$ cat config.mk
export PLATFORM = sky130hd
export DESIGN_NAME = subtract_carry_shift_alu
export DESIGN_NICKNAME = d
export VERILOG_FILES = /design/src/hw/alu_pkg.sv /design/src/hw/op_decode.sv /design/src/hw/subtract_carry_shift_alu.sv
export VERILOG_INCLUDE_DIRS = /design/src /design/src/hw
export SDC_FILE = /design/constraint.sdc
export NUM_CORES = 1
export LEC_CHECK = 0
export BUFFER_PORTS_ARGS = -buffer_cell sky130_fd_sc_hd__clkbuf_2
export CAP_MARGIN = 20
export CELL_PAD_IN_SITES_DETAIL_PLACEMENT = 0
export CELL_PAD_IN_SITES_GLOBAL_PLACEMENT = 1
export CORE_ASPECT_RATIO = 1.5
export CORE_MARGIN = 2
export CORE_UTILIZATION = 33
export CTS_BUF_LIST = sky130_fd_sc_hd__clkbuf_2 sky130_fd_sc_hd__clkbuf_4 sky130_fd_sc_hd__clkbuf_8
export DETAILED_ROUTE_END_ITERATION = 10
export PLACE_DENSITY_LB_ADDON = 0.05
export SKIP_LAST_GASP = 1
export SLEW_MARGIN = 15
export SYNTH_ARGS = -nofsm -noshare
export SYNTH_HDL_FRONTEND = slang
export SYNTH_SLANG_ARGS = --single-unit
$ cat constraint.sdc
create_clock -name clk -period 2.4 [get_ports clk]
set_clock_uncertainty 0.15 [all_clocks]
set_input_delay 0.48 -clock clk [delete_from_list [all_inputs] [get_ports clk]]
set_output_delay 0.48 -clock clk [all_outputs]
set_load 0.01 [all_outputs]
$ cat src/hw/alu_cfg.svh
/*
  constants for the subtract / carry / shift alu: opcodes, lengths, cycle counts, flag bits.
  assumes inclusion by bare name from any design file.
*/
// Functional notes
// - dst minus src minus borrow; borrow flag updated
// - zero, negative, wrap from result; minus flag set
// - nibble borrow clear on bit3 carry, else set
// - decode opcodes 32..36 with lengths, cycles
// - opcode df sets borrow flag only
// - shift right, bit7 kept and copied
// - borrow flag takes old bit 0
// - zero and negative from shift result
// - shift clears wrap, keeps minus, nibble
// - opcodes d0, d1 shift; two bytes four cycles
`ifndef ALU_CFG_SVH
`define ALU_CFG_SVH
`define OPC_SWB_RR    8'h32
`define OPC_SWB_RIR   8'h33
`define OPC_SWB_GG    8'h34
`define OPC_SWB_GI    8'h35
`define OPC_SWB_GL    8'h36
`define OPC_SET_BO    8'hdf
`define OPC_ASR_G     8'hd0
`define OPC_ASR_I     8'hd1
`define FLG_BO        7
`define FLG_ZERO      6
`define FLG_NEG       5
`define FLG_WRAP      4
`define FLG_MINUS     3
`define FLG_NIB       2
`define FLAGS_RST     8'h00
`define CYC_SHORT     4'h4
`define CYC_LONG      4'h6
`define LEN_ONE       2'h1
`define LEN_TWO       2'h2
`define LEN_THREE     2'h3
`endif

$ cat src/hw/alu_pkg.sv
/*
  types for the subtract / carry / shift alu.
  assumes nothing beyond a systemverilog compiler.
*/
`default_nettype none
package alu_pkg;
  typedef enum logic [1:0] {op_none_t_v, op_subb, op_setbo, op_asr} alu_op_t;
  typedef enum logic [2:0] {am_none, am_work, am_work_ind, am_reg, am_reg_ind, am_lit}
    addr_mode_t;
endpackage
`default_nettype wire

$ cat src/hw/op_decode.sv
/*
  opcode decoder: operation, operand modes, length and cycle count.
  assumes the opcode byte is held steady for as long as its decode is used.
*/
`timescale 1ns/1ps
`default_nettype none
`include "alu_cfg.svh"
module op_decode
(
  input  wire logic [7:0]          opcode,
  output alu_pkg::alu_op_t         op,
  output alu_pkg::addr_mode_t      dst_mode,
  output alu_pkg::addr_mode_t      src_mode,
  output logic [1:0]               length,
  output logic [3:0]               cycles,
  output logic                     src_first
);
  always_comb
  begin
    op        = alu_pkg::op_none_t_v;
    dst_mode  = alu_pkg::am_none;
    src_mode  = alu_pkg::am_none;
    length    = 2'h0;
    cycles    = 4'h0;
    src_first = 1'b0;
    case (opcode)
      `OPC_SWB_RR:
      begin
        op       = alu_pkg::op_subb;
        dst_mode = alu_pkg::am_work;
        src_mode = alu_pkg::am_work;
        length   = `LEN_TWO;
        cycles   = `CYC_SHORT;
      end
      `OPC_SWB_RIR:
      begin
        op       = alu_pkg::op_subb;
        dst_mode = alu_pkg::am_work;
        src_mode = alu_pkg::am_work_ind;
        length   = `LEN_TWO;
        cycles   = `CYC_LONG;
      end
      `OPC_SWB_GG:
      begin
        op        = alu_pkg::op_subb;
        dst_mode  = alu_pkg::am_reg;
        src_mode  = alu_pkg::am_reg;
        length    = `LEN_THREE;
        cycles    = `CYC_LONG;
        src_first = 1'b1;
      end
      `OPC_SWB_GI:
      begin
        op        = alu_pkg::op_subb;
        dst_mode  = alu_pkg::am_reg;
        src_mode  = alu_pkg::am_reg_ind;
        length    = `LEN_THREE;
        cycles    = `CYC_LONG;
        src_first = 1'b1;
      end
      `OPC_SWB_GL:
      begin
        op       = alu_pkg::op_subb;
        dst_mode = alu_pkg::am_reg;
        src_mode = alu_pkg::am_lit;
        length   = `LEN_THREE;
        cycles   = `CYC_LONG;
      end
      `OPC_SET_BO:
      begin
        op     = alu_pkg::op_setbo;
        length = `LEN_ONE;
        cycles = `CYC_SHORT;
      end
      `OPC_ASR_G:
      begin
        op       = alu_pkg::op_asr;
        dst_mode = alu_pkg::am_reg;
        length   = `LEN_TWO;
        cycles   = `CYC_SHORT;
      end
      `OPC_ASR_I:
      begin
        op       = alu_pkg::op_asr;
        dst_mode = alu_pkg::am_reg_ind;
        length   = `LEN_TWO;
        cycles   = `CYC_SHORT;
      end
      default:
      begin
        op = alu_pkg::op_none_t_v;
      end
    endcase
  end
endmodule
`default_nettype wire

$ cat src/hw/subtract_carry_shift_alu.sv
/*
  execution slice for subtract-with-borrow, force-borrow and arithmetic shift right.
  assumes the decoder stage fetches operands; exec_valid is a one-cycle strobe with
  opcode, dst_val and src_val stable in that cycle. result and flags appear the next cycle.
*/
`timescale 1ns/1ps
`default_nettype none
`include "alu_cfg.svh"
module subtract_carry_shift_alu
(
  input  wire logic        clk,
  input  wire logic        rst_n,
  input  wire logic        exec_valid,
  input  wire logic [7:0]  opcode,
  input  wire logic [7:0]  dst_val,
  input  wire logic [7:0]  src_val,
  input  wire logic        flags_load,
  input  wire logic [7:0]  flags_in,
  output logic             done,
  output logic             illegal,
  output logic             result_we,
  output logic [7:0]       result,
  output logic [7:0]       flags,
  output alu_pkg::addr_mode_t dst_mode,
  output alu_pkg::addr_mode_t src_mode,
  output logic [1:0]       length,
  output logic [3:0]       cycles,
  output logic             src_first
);
  alu_pkg::alu_op_t op;
  logic [7:0] flags_q, flags_d, result_q, result_d;
  logic       done_q, done_d, ill_q, ill_d, we_q, we_d;
  logic [8:0] diff;
  logic [4:0] low;

  op_decode u_dec
  (
    .opcode    (opcode),
    .op        (op),
    .dst_mode  (dst_mode),
    .src_mode  (src_mode),
    .length    (length),
    .cycles    (cycles),
    .src_first (src_first)
  );

  function automatic logic is_zero(input logic [7:0] v);
    return v == 8'h00;
  endfunction

  ////////////////////////////////////////////////////////////////////////////
  // borrow is tracked in a ninth bit; nibble carry via complement addition
  always_comb
  begin
    flags_d  = flags_q;
    result_d = result_q;
    done_d   = 1'b0;
    ill_d    = 1'b0;
    we_d     = 1'b0;
    diff = {1'b0, dst_val} - {1'b0, src_val} - {8'h00, flags_q[`FLG_BO]};
    low  = {1'b0, dst_val[3:0]} + {1'b0, ~src_val[3:0]} + {4'h0, ~flags_q[`FLG_BO]};
    // flags_in lands first so an execute in the same cycle overwrites its own bits
    if (flags_load)
      flags_d = flags_in;
    if (exec_valid)
    begin
      done_d = 1'b1;
      case (op)
        alu_pkg::op_subb:
        begin
          result_d = diff[7:0];
          we_d = 1'b1;
          flags_d[`FLG_BO]    = diff[8];
          flags_d[`FLG_ZERO]  = is_zero(diff[7:0]);
          flags_d[`FLG_NEG]   = diff[7];
          flags_d[`FLG_WRAP]  = (dst_val[7] ^ src_val[7]) & (diff[7] == src_val[7]);
          flags_d[`FLG_MINUS] = 1'b1;
          flags_d[`FLG_NIB]   = ~low[4];
        end
        alu_pkg::op_setbo:
          flags_d[`FLG_BO] = 1'b1;
        alu_pkg::op_asr:
        begin
          result_d = {dst_val[7], dst_val[7:1]};
          we_d = 1'b1;
          flags_d[`FLG_BO]   = dst_val[0];
          flags_d[`FLG_ZERO] = is_zero({dst_val[7], dst_val[7:1]});
          flags_d[`FLG_NEG]  = dst_val[7];
          flags_d[`FLG_WRAP] = 1'b0;
        end
        default:
        begin
          // a refused opcode only pulses illegal; result and flags keep
          ill_d  = 1'b1;
          done_d = 1'b0;
        end
      endcase
    end
  end

  always_ff @(posedge clk or negedge rst_n)
  begin
    if (!rst_n)
    begin
      flags_q  <= `FLAGS_RST;
      result_q <= 8'h00;
      done_q   <= 1'b0;
      ill_q    <= 1'b0;
      we_q     <= 1'b0;
    end
    else
    begin
      flags_q  <= flags_d;
      result_q <= result_d;
      done_q   <= done_d;
      ill_q    <= ill_d;
      we_q     <= we_d;
    end
  end

  assign flags     = flags_q;
  assign result    = result_q;
  assign done      = done_q;
  assign illegal   = ill_q;
  assign result_we = we_q;
endmodule
`default_nettype wire

# Word level (Yosys, flattened, before mapping)
# Cells that the tools add are included.
[totals]
register_bits = 19
input_bits = 36
elab_cells = 60
[op_classes]
add_sub_neg = 4
n_eq_ne = 12
muxes = 18
bitwise_logic = 5
reduce_logical = 15
[op_table]
columns = ["op", "count"]
rows = [
  ["$eq A8 B6 Y1 const B", 5],
  ["$eq A8 B8 Y1 const B", 3],
  ["$logic_not A8 Y1", 2],
  ["$pmux W8 S2", 1],
  ["$reduce_or A4 Y1", 4],
  ["$pmux W3 S5", 1],
  ["$pmux W2 S3", 2],
  ["$pmux W3 S2", 2],
  ["$pmux W3 S3", 1],
  ["$sub A8 B8 Y9", 1],
  ["$sub A9 B1 Y9", 1],
  ["$mux W8", 1],
  ["$reduce_or A2 Y1", 4],
  ["$mux W1", 7],
  ["$mux W6", 1],
  ["$reduce_or A3 Y1", 2],
  ["$add A4 B4 Y5", 1],
  ["$add A5 B1 Y5", 1],
  ["$reduce_or A5 Y1", 1],
  ["$eq A2 B2 Y1 const B", 2],
  ["$not A4 Y4", 1],
  ["$pmux W1 S3", 1],
  ["$eq A2 B1 Y1 const B", 1],
  ["$mux W2", 1],
  ["6 further kinds", 7],
]

# Longest topological paths before layout
# Gate-level depths: netlist (run 1).
[logic_depth]
depth_word = 7
depth_mapped = 9
ltp_nobuf = 9

# Modules after synthesis
# Synthesis (run 1) repeated with hierarchy kept, for this count alone.
[unflattened]
hier_cells = 208
area_unflattened_um2 = 1789.2
[by_module_without_submodules]
columns = ["mod", "instances", "cells_per_inst", "area_per_inst_um2"]
rows = [
  ["subtract_carry_shift_alu", 1, 157, 1448.9],
  ["op_decode", 1, 51, 340.3],
]

# Least setup slack after synthesis (run 1)
# No wires, ideal clock.
[synth_path]
path_kind = "input to register"
startpoint = "in src_val[0]"
endpoint = "reg result_q[6] (netlist: result[6])"
setup_time_ns = 0.125
arrival_ns = 2.560
required_time_ns = 2.125
slack_ns = -0.435
path_stages = 8
path_buffers = 0
path_cell_list = "inv_1 fa_1 fa_1 nand2b_1 a2111oi_1 o21ba_2 o31ai_1 mux2_4"
[synth_between]
elab_chain_cells = 3
[synth_rtl]
columns = ["item", "line", "source"]
rows = [
  ["start: declaration", "subtract_carry_shift_alu.sv:16", "input wire logic [7:0] src_val,"],
  ["$sub A8 B8 Y9", "subtract_carry_shift_alu.sv:60", "diff = {1'b0, dst_val} - {1'b0, src_val} - {8'h00, flags_q[`FLG_BO]};"],
  ["$sub A9 B1 Y9", "subtract_carry_shift_alu.sv:60", ""],
  ["$pmux W8 S2", "subtract_carry_shift_alu.sv:68", "case (op)"],
  ["end signal: assignment", "subtract_carry_shift_alu.sv:114", "result_q <= result_d;"],
  ["end: declaration", "subtract_carry_shift_alu.sv:31", "logic [7:0] flags_q, flags_d, result_q, result_d;"],
]
# Every way passes these cells.
# A chain may end at the register's enable or synchronous reset.

# Worst setup path in the final report (run 1)
[layout_path]
startpoint = "reg flags_q[7] (netlist: flags[7])"
endpoint = "reg flags_q[4] (netlist: flags[4])"
[layout_between]
elab_chain_cells = 5
[layout_rtl]
columns = ["item", "line", "source"]
rows = [
  ["start: declaration", "subtract_carry_shift_alu.sv:31", ""],
  ["start signal: assignment", "subtract_carry_shift_alu.sv:105", "flags_q <= `FLAGS_RST;"],
  ["start signal: assignment", "subtract_carry_shift_alu.sv:113", "flags_q <= flags_d;"],
  ["$sub A9 B1 Y9", "subtract_carry_shift_alu.sv:60", ""],
  ["$eq A1 B1 Y1", "subtract_carry_shift_alu.sv:76", "flags_d[`FLG_WRAP] = (dst_val[7] ^ src_val[7]) & (diff[7] == src_val[7]);"],
  ["$and A1 B1 Y1", "subtract_carry_shift_alu.sv:76", ""],
  ["$pmux W3 S2", "subtract_carry_shift_alu.sv:68", ""],
  ["$mux W6", "subtract_carry_shift_alu.sv:65", "if (exec_valid)"],
  ["named net flags_d[4]", "subtract_carry_shift_alu.sv:31", ""],
]
# The timed path passes the listed nets, and every way through them passes these cells.

==> qor.yml, run 1 <==
outcome: "finished, violations left"
failed_checks: "setup timing"
final_cell_mix: "65 x clkbuf_2, 38 x buf_4, 20 x inv_1, 19 x nand2_1, 19 x dfrtp_1"
antenna_found_initial: 0
crit_type: "flop to flop"
h-tree-depth: 1
routed_wl_mm: 4.62
place_hpwl_mm: 3.94
die_h_um: 93.2
ir_drop_v: 0.000196
crit_path_start_kind: "flop"
synth_edf_count: 0
clk-insertion-delay-late_ns: 0.25
hold_viol: 0
cts-root-buf: "clkbuf_8"
yosys_register_bits: 19
io_buffers: 65
fin_crit_sh_pct: 107
first_pass_iters: 4
cts_tree: "yes"
final_common_cell: "clkbuf_2"
yosysWarnings: 0
fp-row-count: 32
drc: 0
synth-seq-area-share_pct: 27.2
finalPower_mw: 1.21
grt_start_max_net_pins: 20
grt_usage_pct: 17.0
diodes: 0
comb_power_share_pct: 48.1
cpMaxStageDelayCell: "fa_2"
synthArstFlopShare_pct: 100
cts_sinks: 19
finalNetCount: 354
synth.avg_cell_area_um2: 8.80
die_area_mm2: 0.00591
vias_per_cell: 4.74
maxCapViolCount: 0
hold_ws_ns: 0.0188
p_int_mw: 0.794
layout-drive-gt1-share_pct: 50.0
core_area_mm2: 0.00512
clkTransAtPathRegs_ns: 0.07
synth_ff_type: "dfrtp_1"
ioPinCount: 68
worstHoldPathType: "input pin to async pin"
critPathArrivalTime_ns: 2.60
avgRoutedWirePerCell_um: 12.6
grt_pass1_vias: 1815
grt-ovfl-total: 0
crit_path_cell_trace: "inv_2, fa_2, inv_2, ha_4, o21ai_4, o2bb2ai_2, mux2_4, or4b_1, nand3_1"
cp_max_fo: 4
end_kind: "flop"
slowest_delay_ns: 0.54
worst-path-buf-inv: 2
start_util_pct: 34.2
seq_power_share_pct: 32.9
switching_share_pct: 34.2
switchingPower_mw: 0.413
p_leak_nw: 1.31
critPathTopFamily: "adder cells"
yosysUniqueCellTypes: 53
cp_common_cell: "inv_2"
grt_pass1_wl_mm: 8.12
netlist_instances: 199
die_w_um: 63.5
clk_path_buf_depth: 2
startpoint: "flags[7]$_DFF_PN0_"
rsz0062_at_grt: "true"
antenna_left: 0
layout_min_cycle_time_ns: 2.56
slew_violations: 0
setup_ws_ns: -0.161
power.density_mw_per_mm2: 469
setup_viol: 5
area_delta_synth_final_pct: 47.1
numCtsBuffers: 3
vias: 1734
drt-initial-drc-count: 46
critPathRequiredTime_ns: 2.44
fmaxAchievable_ghz: 0.391
place.gp.congestion: 0.773
r2r_start: "flags[7]$_DFF_PN0_"
syn_area_mm2: 0.00175
power_frac_clock_pct: 19.0
state kept, by name, indices dropped and copies added (netlist names):
name,flops
flags,8
result,8
done,1
illegal,1
result_we,1
per-layer routing:
layer / vias to the layer above / part of all wire, % / GRT usage [%]
met5: - / 0 / 0
met1: 777 / 44 / 21.6
met4: 0 / 0.87 / 4.17
met2: 51 / 51 / 30.4
li1: 900 / - / -
met3: 6 / 4.6 / 1.81
path summary, 6_finish.rpt:
kind	slack [ns]	to	cells after the start
max in group asynchronous	1.76	flags[0]$_DFFE_PN0P_	1
setup reg to reg	-0.16	flags[4]$_DFF_PN0_	9
min in group clk	0.31	flags[3]$_DFF_PN0_	3
hold / removal	0.02	result[4]$_DFFE_PN0P_	1
hold reg to reg	0.33	result[3]$_DFFE_PN0P_	2
setup / recovery	-0.16	flags[4]$_DFF_PN0_	9
Yosys cell counts (2+ instances only):
library cell  instances  area, µm²
a21o_1                2       15.0
a21oi_1              10       50.1
a32oi_1               4       35.0
and2_1                2       12.5
buf_2                 2       10.0
buf_4                 2       15.0
clkbuf_1              3       11.3
dfrtp_1              19        475
fa_1                  2       40.0
ha_1                 17        213
inv_1                23       86.3
mux2_2                6       67.6
mux2_4                2       30.0
mux2i_1               7       70.1
nand2_1              19       71.3
nand2b_1              3       18.8
nand3_1               4       20.0
nand3b_1              2       15.0
nand4_1               2       12.5
nor2_1               12       45.0
nor4_1                3       18.8
o21a_1                4       30.0
o21ai_0               5       25.0
o21ai_2               4       35.0
o21ba_2               2       20.0
o22ai_1               2       12.5
o31ai_1               3       22.5
or2_2                 3       18.8
xnor2_1               3       26.3
xor2_1                4       35.0
power by group through the flow:
stage | Combinational (mW) | Clock (mW) | Sequential (mW)
4_1_cts | 0.569 | 0.237 | 0.398
6_report | 0.581 | 0.230 | 0.397
2_1_floorplan | 0.302 | 0 | 0.426
3_3_place_gp | 0.542 | 0 | 0.405
3_5_place_dp | 0.546 | 0 | 0.404
5_1_grt | 0.651 | 0.250 | 0.405
cell type report:
cell class / instances / area, µm²
Clock buffer: 4 / 48.8
Fill cell: 535 / 2550
Inverter: 24 / 91.3
Multi-Input combinational cell: 148 / 1260
Sequential cell: 19 / 475
Tap cell: 68 / 85.1
Timing Repair Buffer: 103 / 611
worst register-to-register path, cell delays in order (launching register included):
cell,delay (ns)
dfrtp_1,0.36
inv_2,0.06
fa_2,0.54
inv_2,0.05
ha_4,0.15
o21ai_4,0.13
o2bb2ai_2,0.14
mux2_4,0.34
or4b_1,0.50
nand3_1,0.08
through the flow:
stage / util [%] / cell area [µm²] / std cells / setup TNS (ns) / setup WS, ns
3_3_place_gp: 47.8 / 2450 / 359 / -1.95 / -0.377
6_report: 50.2 / 2570 / 366 / -0.415 / -0.161
4_1_cts: 49.4 / 2530 / 365 / -0.444 / -0.179
2_1_floorplan: - / 1820 / 200 / -0.397 / -0.202
5_1_grt: 50.2 / 2570 / 366 / -1.07 / -0.244
3_5_place_dp: 47.8 / 2450 / 359 / -1.98 / -0.404
logic make-up (layout without fill, tap and decap cells):
| kind of cell | count (synthesis) | after routing | synth area share, % |
|---|---|---|---|
| AO/OA/AOI/OAI | 46 | 46 | 19.2 |
| buffers and inverters | 33 | 131 | 8.22 |
| AND/OR/NAND/NOR | 59 | 59 | 17.7 |
| XOR/XNOR | 7 | 7 | 3.50 |
| adder cells (fa/ha/maj) | 19 | 19 | 14.4 |
| flip-flops | 19 | 19 | 27.2 |
| other | 1 | 2 | 0.214 |
| multiplexers | 15 | 15 | 9.58 |
timing repair:
action / in CTS / in global routing
pin swaps: 4 / 1
cloned: 0 / 0
hold buffers: 0 / 0
setup buffers: 2 / 1
endpoints found under the setup margin: 7 / 8
gates resized for setup: 7 / 5
endpoints found under the hold margin: 0 / 0
No activity file was read; power rests on OpenSTA's default activity.
==> run 2, diff against run 1 <==
CORE_ASPECT_RATIO = 2   (was 1.5)
==> qor.yml, run 2 (synthesis results as in run 1) <==
fp-row-count: 37  # +16%
slew_violations: 0  # unchanged
final_common_cell: "clkbuf_2"
setup_viol: 6  # +1
routed_wl_mm: 5.16  # +12%
vias: 1786  # +3.0%
rsz0062_at_grt: "true"
end_kind: "flop"
ioPinCount: 68  # unchanged
maxCapViolCount: 0  # unchanged
setup_tns_ns: -0.680  # -0.265 ns
diodes: 0  # unchanged
outcome: "finished, violations left"
cts-root-buf: "clkbuf_8"
start_util_pct: 34.1  # -0.091 points
grt-ovfl-total: 0  # unchanged
worst-path-buf-inv: 2  # unchanged
critPathRequiredTime_ns: 2.44  # about the same
seq_area_um2: 475  # unchanged
cpMaxStageDelayCell: "fa_2"
critPathArrivalTime_ns: 2.63  # +0.03 ns
antenna_left: 0  # unchanged
hold_ws_ns: 0.00641  # -0.0124 ns
die_h_um: 107  # +15%
layout-drive-gt1-share_pct: 52.2  # +2.2 points
slowest_delay_ns: 0.54  # about the same
setup_ws_ns: -0.189  # -0.0281 ns
p_leak_nw: 1.33  # +1.9%
failed_checks: "setup timing"
crit_type: "flop to flop"
fmaxAchievable_ghz: 0.386  # -1.1%
hold_viol: 0  # unchanged
cp_common_cell: "inv_2"
layout_min_cycle_time_ns: 2.59  # +0.0281 ns
io_buffers: 65  # unchanged
avgRoutedWirePerCell_um: 14.4  # +14%
power.density_mw_per_mm2: 470  # +0.28%
cts_tree: "yes"
grt_pass1_wl_mm: 8.29  # +2.0%
vias_per_cell: 4.97  # +5.0%
crit_path_start_kind: "flop"
multiInputGateArea_mm2: 0.00131  # +3.3%
clk-insertion-delay-late_ns: 0.25  # about the same
area_delta_synth_final_pct: 50.8
place.gp.congestion: 0.832  # +7.6%
grt_usage_pct: 17.7  # +0.77 points
drc: 0  # unchanged
die_area_mm2: 0.00594  # +0.40%
crit_path_cell_trace: "inv_2, fa_2, inv_2, ha_4, o21ai_4, o2bb2ai_2, mux2_4, or4b_1, nand3_1"
antenna_found_initial: 0  # unchanged
finalPower_mw: 1.24  # +2.8%
numCtsBuffers: 3  # unchanged
cts_hold_buf: 0  # unchanged
critPathTopFamily: "adder cells"
fin_crit_sh_pct: 108  # +1.2 points
post-route-util_pct: 51.4  # +1.1 points
cp_max_fo: 3  # -1
drt-initial-drc-count: 17  # -63%
ir_drop_v: 0.000352  # +79%
clkTransAtPathRegs_ns: 0.08  # about the same
fillCellCount: 517  # -3.4%
place_hpwl_mm: 4.45  # +13%
first_pass_iters: 4  # unchanged
grt_start_max_net_pins: 20  # unchanged
final_cell_mix: "65 x clkbuf_2, 40 x buf_4, 20 x inv_1, 19 x nand2_1, 19 x dfrtp_1"
place_ws_ns: -0.412  # -0.00760 ns
clk_path_buf_depth: 2  # unchanged
worstHoldPathType: "input pin to async pin"
h-tree-depth: 1  # unchanged
grt_pass1_vias: 1810  # -0.28%
finalNetCount: 357  # +0.85%
cts_sinks: 19  # unchanged
die_w_um: 55.5  # -13%
core_area_mm2: 0.00514  # +0.27%
## run 2: cell count changes in the layout (fill, tap and decap cells not counted), sizes merged
| cell | previous run | this run |
|---|---|---|
| clkinvlp | 0 | 1 |
| buf | 38 | 41 |
| clkbuf | 69 | 68 |
## run 2: power breakdown
| part | internal, mW | switching [mW] |
|---|---|---|
| logic | 0.311 | 0.301 |
| registers | 0.370 | 0.0282 |
| clock network | 0.117 | 0.113 |
## run 2: cell type report
cell class | instances | share of cell area (%)
multi-input cells | 148 | 49.5
well taps | 58 | 2.75
inverters | 24 | 3.46
clock inverters | 1 | 0.284
repair buffers | 106 | 24.5
clock buffers | 3 | 1.56
flip-flops and latches | 19 | 18.0
## run 2: what timing repair did
| item | in CTS | in global routing |
|---|---|---|
| gates resized for setup | 7 | 13 |
| buffers inserted | 3 | 2 |
| pin swaps | 3 | 4 |
| endpoints found under the setup margin | 7 | 8 |
## run 2: worst paths after layout
| kind | startpoint | to | slack (ns) | depth (start not counted) |
|---|---|---|---|---|
| setup / recovery | flags[7]$_DFF_PN0_ | flags[4]$_DFF_PN0_ | -0.19 | 9 |
| hold / removal | rst_n | illegal$_DFF_PN0_ | 0.006 | 1 |
| setup reg to reg | flags[7]$_DFF_PN0_ | flags[4]$_DFF_PN0_ | -0.19 | 9 |
| hold reg to reg | result[1]$_DFFE_PN0P_ | result[1]$_DFFE_PN0P_ | 0.35 | 2 |
| max in group asynchronous | rst_n | flags[4]$_DFF_PN0_ | 1.77 | 1 |
| min in group clk | flags_in[3] | flags[3]$_DFF_PN0_ | 0.30 | 3 |
## run 2: layer usage
layer,GRT usage [%],vias up,part of all wire (%)
li1,-,904,-
met1,17.3,825,35
met2,37.6,49,60
met3,1.69,8,3.4
met4,4.36,0,1.4
met5,0,-,0
## run 2: through the flow
step	instances	instance area (µm²)
4_1_cts	357	2550
6_report	359	2640
2_1_floorplan	200	1820
3_3_place_gp	350	2460
5_1_grt	359	2640
3_5_place_dp	350	2460
==> run 3, diff against run 2 <==
MAX_ROUTING_LAYER = met4   (was default)
SKIP_CTS_REPAIR_TIMING = 1   (was default)
==> qor.yml, run 3 (synthesis results as in run 1) <==
layout-drive-gt1-share_pct: 52.1  # about the same
die_area_mm2: 0.00594  # unchanged
place_area_mm2: 0.00246  # unchanged
reg2reg_depth: 9  # unchanged
clk-insertion-delay-late_ns: 0.26  # about the same
critPathRequiredTime_ns: 2.44  # about the same
critPathTopFamily: "adder cells"
grt_start_max_net_pins: 20  # unchanged
critPathArrivalTime_ns: 2.65  # +0.02 ns
setup_ws_ns: -0.205  # -0.0161 ns
diodes: 0  # unchanged
regToRegEndpoint: "flags[4]$_DFF_PN0_"
cts-root-buf: "clkbuf_8"
setup_viol: 6  # unchanged
io_buffers: 65  # unchanged
slowest_delay_ns: 0.54  # about the same
clk_path_buf_depth: 2  # unchanged
grt-ovfl-total: 0  # unchanged
vias_per_cell: 4.96  # -0.39%
core_area_mm2: 0.00514  # unchanged
fin_area_mm2: 0.00263  # -0.28%
die_h_um: 107  # unchanged
r2r_start: "flags[7]$_DFF_PN0_"
ff2ff_setup_slack_ns: -0.20  # -0.02 ns
cts_sinks: 19  # unchanged
slew_violations: 0  # unchanged
area_delta_synth_final_pct: 50.3
end_kind: "flop"
drc: 0  # unchanged
clkTransAtPathRegs_ns: 0.08  # about the same
place_hpwl_mm: 4.45  # unchanged
start_util_pct: 34.1  # unchanged
p_leak_nw: 1.34  # +0.35%
final_cell_mix: "65 x clkbuf_2, 40 x buf_4, 20 x inv_1, 19 x nand2_1, 19 x dfrtp_1"
layout_min_cycle_time_ns: 2.60  # +0.0161 ns
drt-initial-drc-count: 19  # +2
worstHoldPathType: "input pin to async pin"
crit_path_cell_trace: "inv_2, fa_2, inv_2, ha_4, o21ai_4, o2bb2ai_2, mux2_4, or4b_1, nand3_1"
ioPinCount: 68  # unchanged
grt_pass1_vias: 1789  # -1.2%
finalPower_mw: 1.24  # -0.41%
failed_checks: "setup timing"
grt_usage_pct: 17.9  # +0.19 points
power.density_mw_per_mm2: 470  # -0.12%
numCtsBuffers: 3  # unchanged
setup_tns_ns: -0.803  # -0.124 ns
antenna_found_initial: 0  # unchanged
worst-path-buf-inv: 2  # unchanged
rsz0062_at_grt: "true"
crit_type: "flop to flop"
ir_drop_v: 0.000352  # about the same
maxCapViolCount: 0  # unchanged
cts_tree: "yes"
cp_common_cell: "inv_2"
place.gp.congestion: 0.845  # +1.5%
outcome: "finished, violations left"
die_w_um: 55.5  # unchanged
cp_max_fo: 3  # unchanged
avgRoutedWirePerCell_um: 14.3  # -0.50%
crit_path_start_kind: "flop"
finalNetCount: 359  # +0.56%
vias: 1789  # +0.17%
final_common_cell: "clkbuf_2"
hold_viol: 0  # unchanged
fin_crit_sh_pct: 109  # +0.67 points
routed_wl_mm: 5.17  # about the same
place_ws_ns: -0.412  # unchanged
fp-row-count: 37  # unchanged
first_pass_iters: 4  # unchanged
h-tree-depth: 1  # unchanged
antenna_left: 0  # unchanged
cpMaxStageDelayCell: "fa_2"
grt_pass1_wl_mm: 8.18  # -1.3%
fmaxAchievable_ghz: 0.384  # -0.62%
[run 3: changes by cell type in the layout (fill, tap and decap cells not counted)]
cell,before,now
nor4b_2,0,1
or2_2,2,3
ha_1,12,13
nor4b_4,1,0
ha_4,3,2
buf_6,0,2
or2_4,1,0
o21ba_4,1,0
o21ba_2,1,2
[run 3: area by class of cell]
class | instances | area (µm²)
Tap cell | 58 | 72.6
Clock inverter | 1 | 7.51
Multi-Input combinational cell | 148 | 1270
Fill cell | 519 | 2510
Inverter | 24 | 91.3
Sequential cell | 19 | 475
Clock buffer | 3 | 41.3
Timing Repair Buffer | 108 | 668
[run 3: worst max-delay path by stage]
stage / startpoint / endpoint / slack, ns / cells after the start
after floorplan: dst_val[0] / flags[4]$_DFF_PN0_ / -0.20 / 8
after global placement: dst_val[0] / flags[4]$_DFF_PN0_ / -0.35 / 9
after detailed placement: dst_val[0] / flags[4]$_DFF_PN0_ / -0.41 / 9
after CTS: flags[7]$_DFF_PN0_ / flags[4]$_DFF_PN0_ / -0.22 / 9
after global routing: flags[7]$_DFF_PN0_ / flags[4]$_DFF_PN0_ / -0.27 / 9
final: flags[7]$_DFF_PN0_ / flags[4]$_DFF_PN0_ / -0.20 / 9
[run 3: where the power goes]
part           switching [mW]  internal, mW
sequential             0.0280         0.370
clock                   0.113         0.117
combinational           0.298         0.309
total                   0.439         0.796
[run 3: metrics by stage]
stage,instances,utilization [%],hold slack (ns)
final,361,51.2,0.00581
after detailed placement,350,47.8,0.313
after CTS,354,48.7,0.0236
after floorplan,200,-,0.0344
after global routing,361,51.2,0.0476
after global placement,350,47.8,0.308
[run 3: worst reg2reg max path, stage by stage, from the launching register on]
cell and delay, ns:
dfrtp_1 0.38, inv_2 0.06, fa_2 0.54, inv_2 0.05, ha_4 0.15, o21ai_4 0.15
o2bb2ai_2 0.14, mux2_4 0.34, or4b_1 0.51, nand3_1 0.08
[run 3: metal layers]
metal / wire (µm) / global-route usage [%]
met5: 0 / -
met2: 3150 / 36.9
met1: 1760 / 17.1
met3: 198 / 1.69
met4: 57 / 4.36
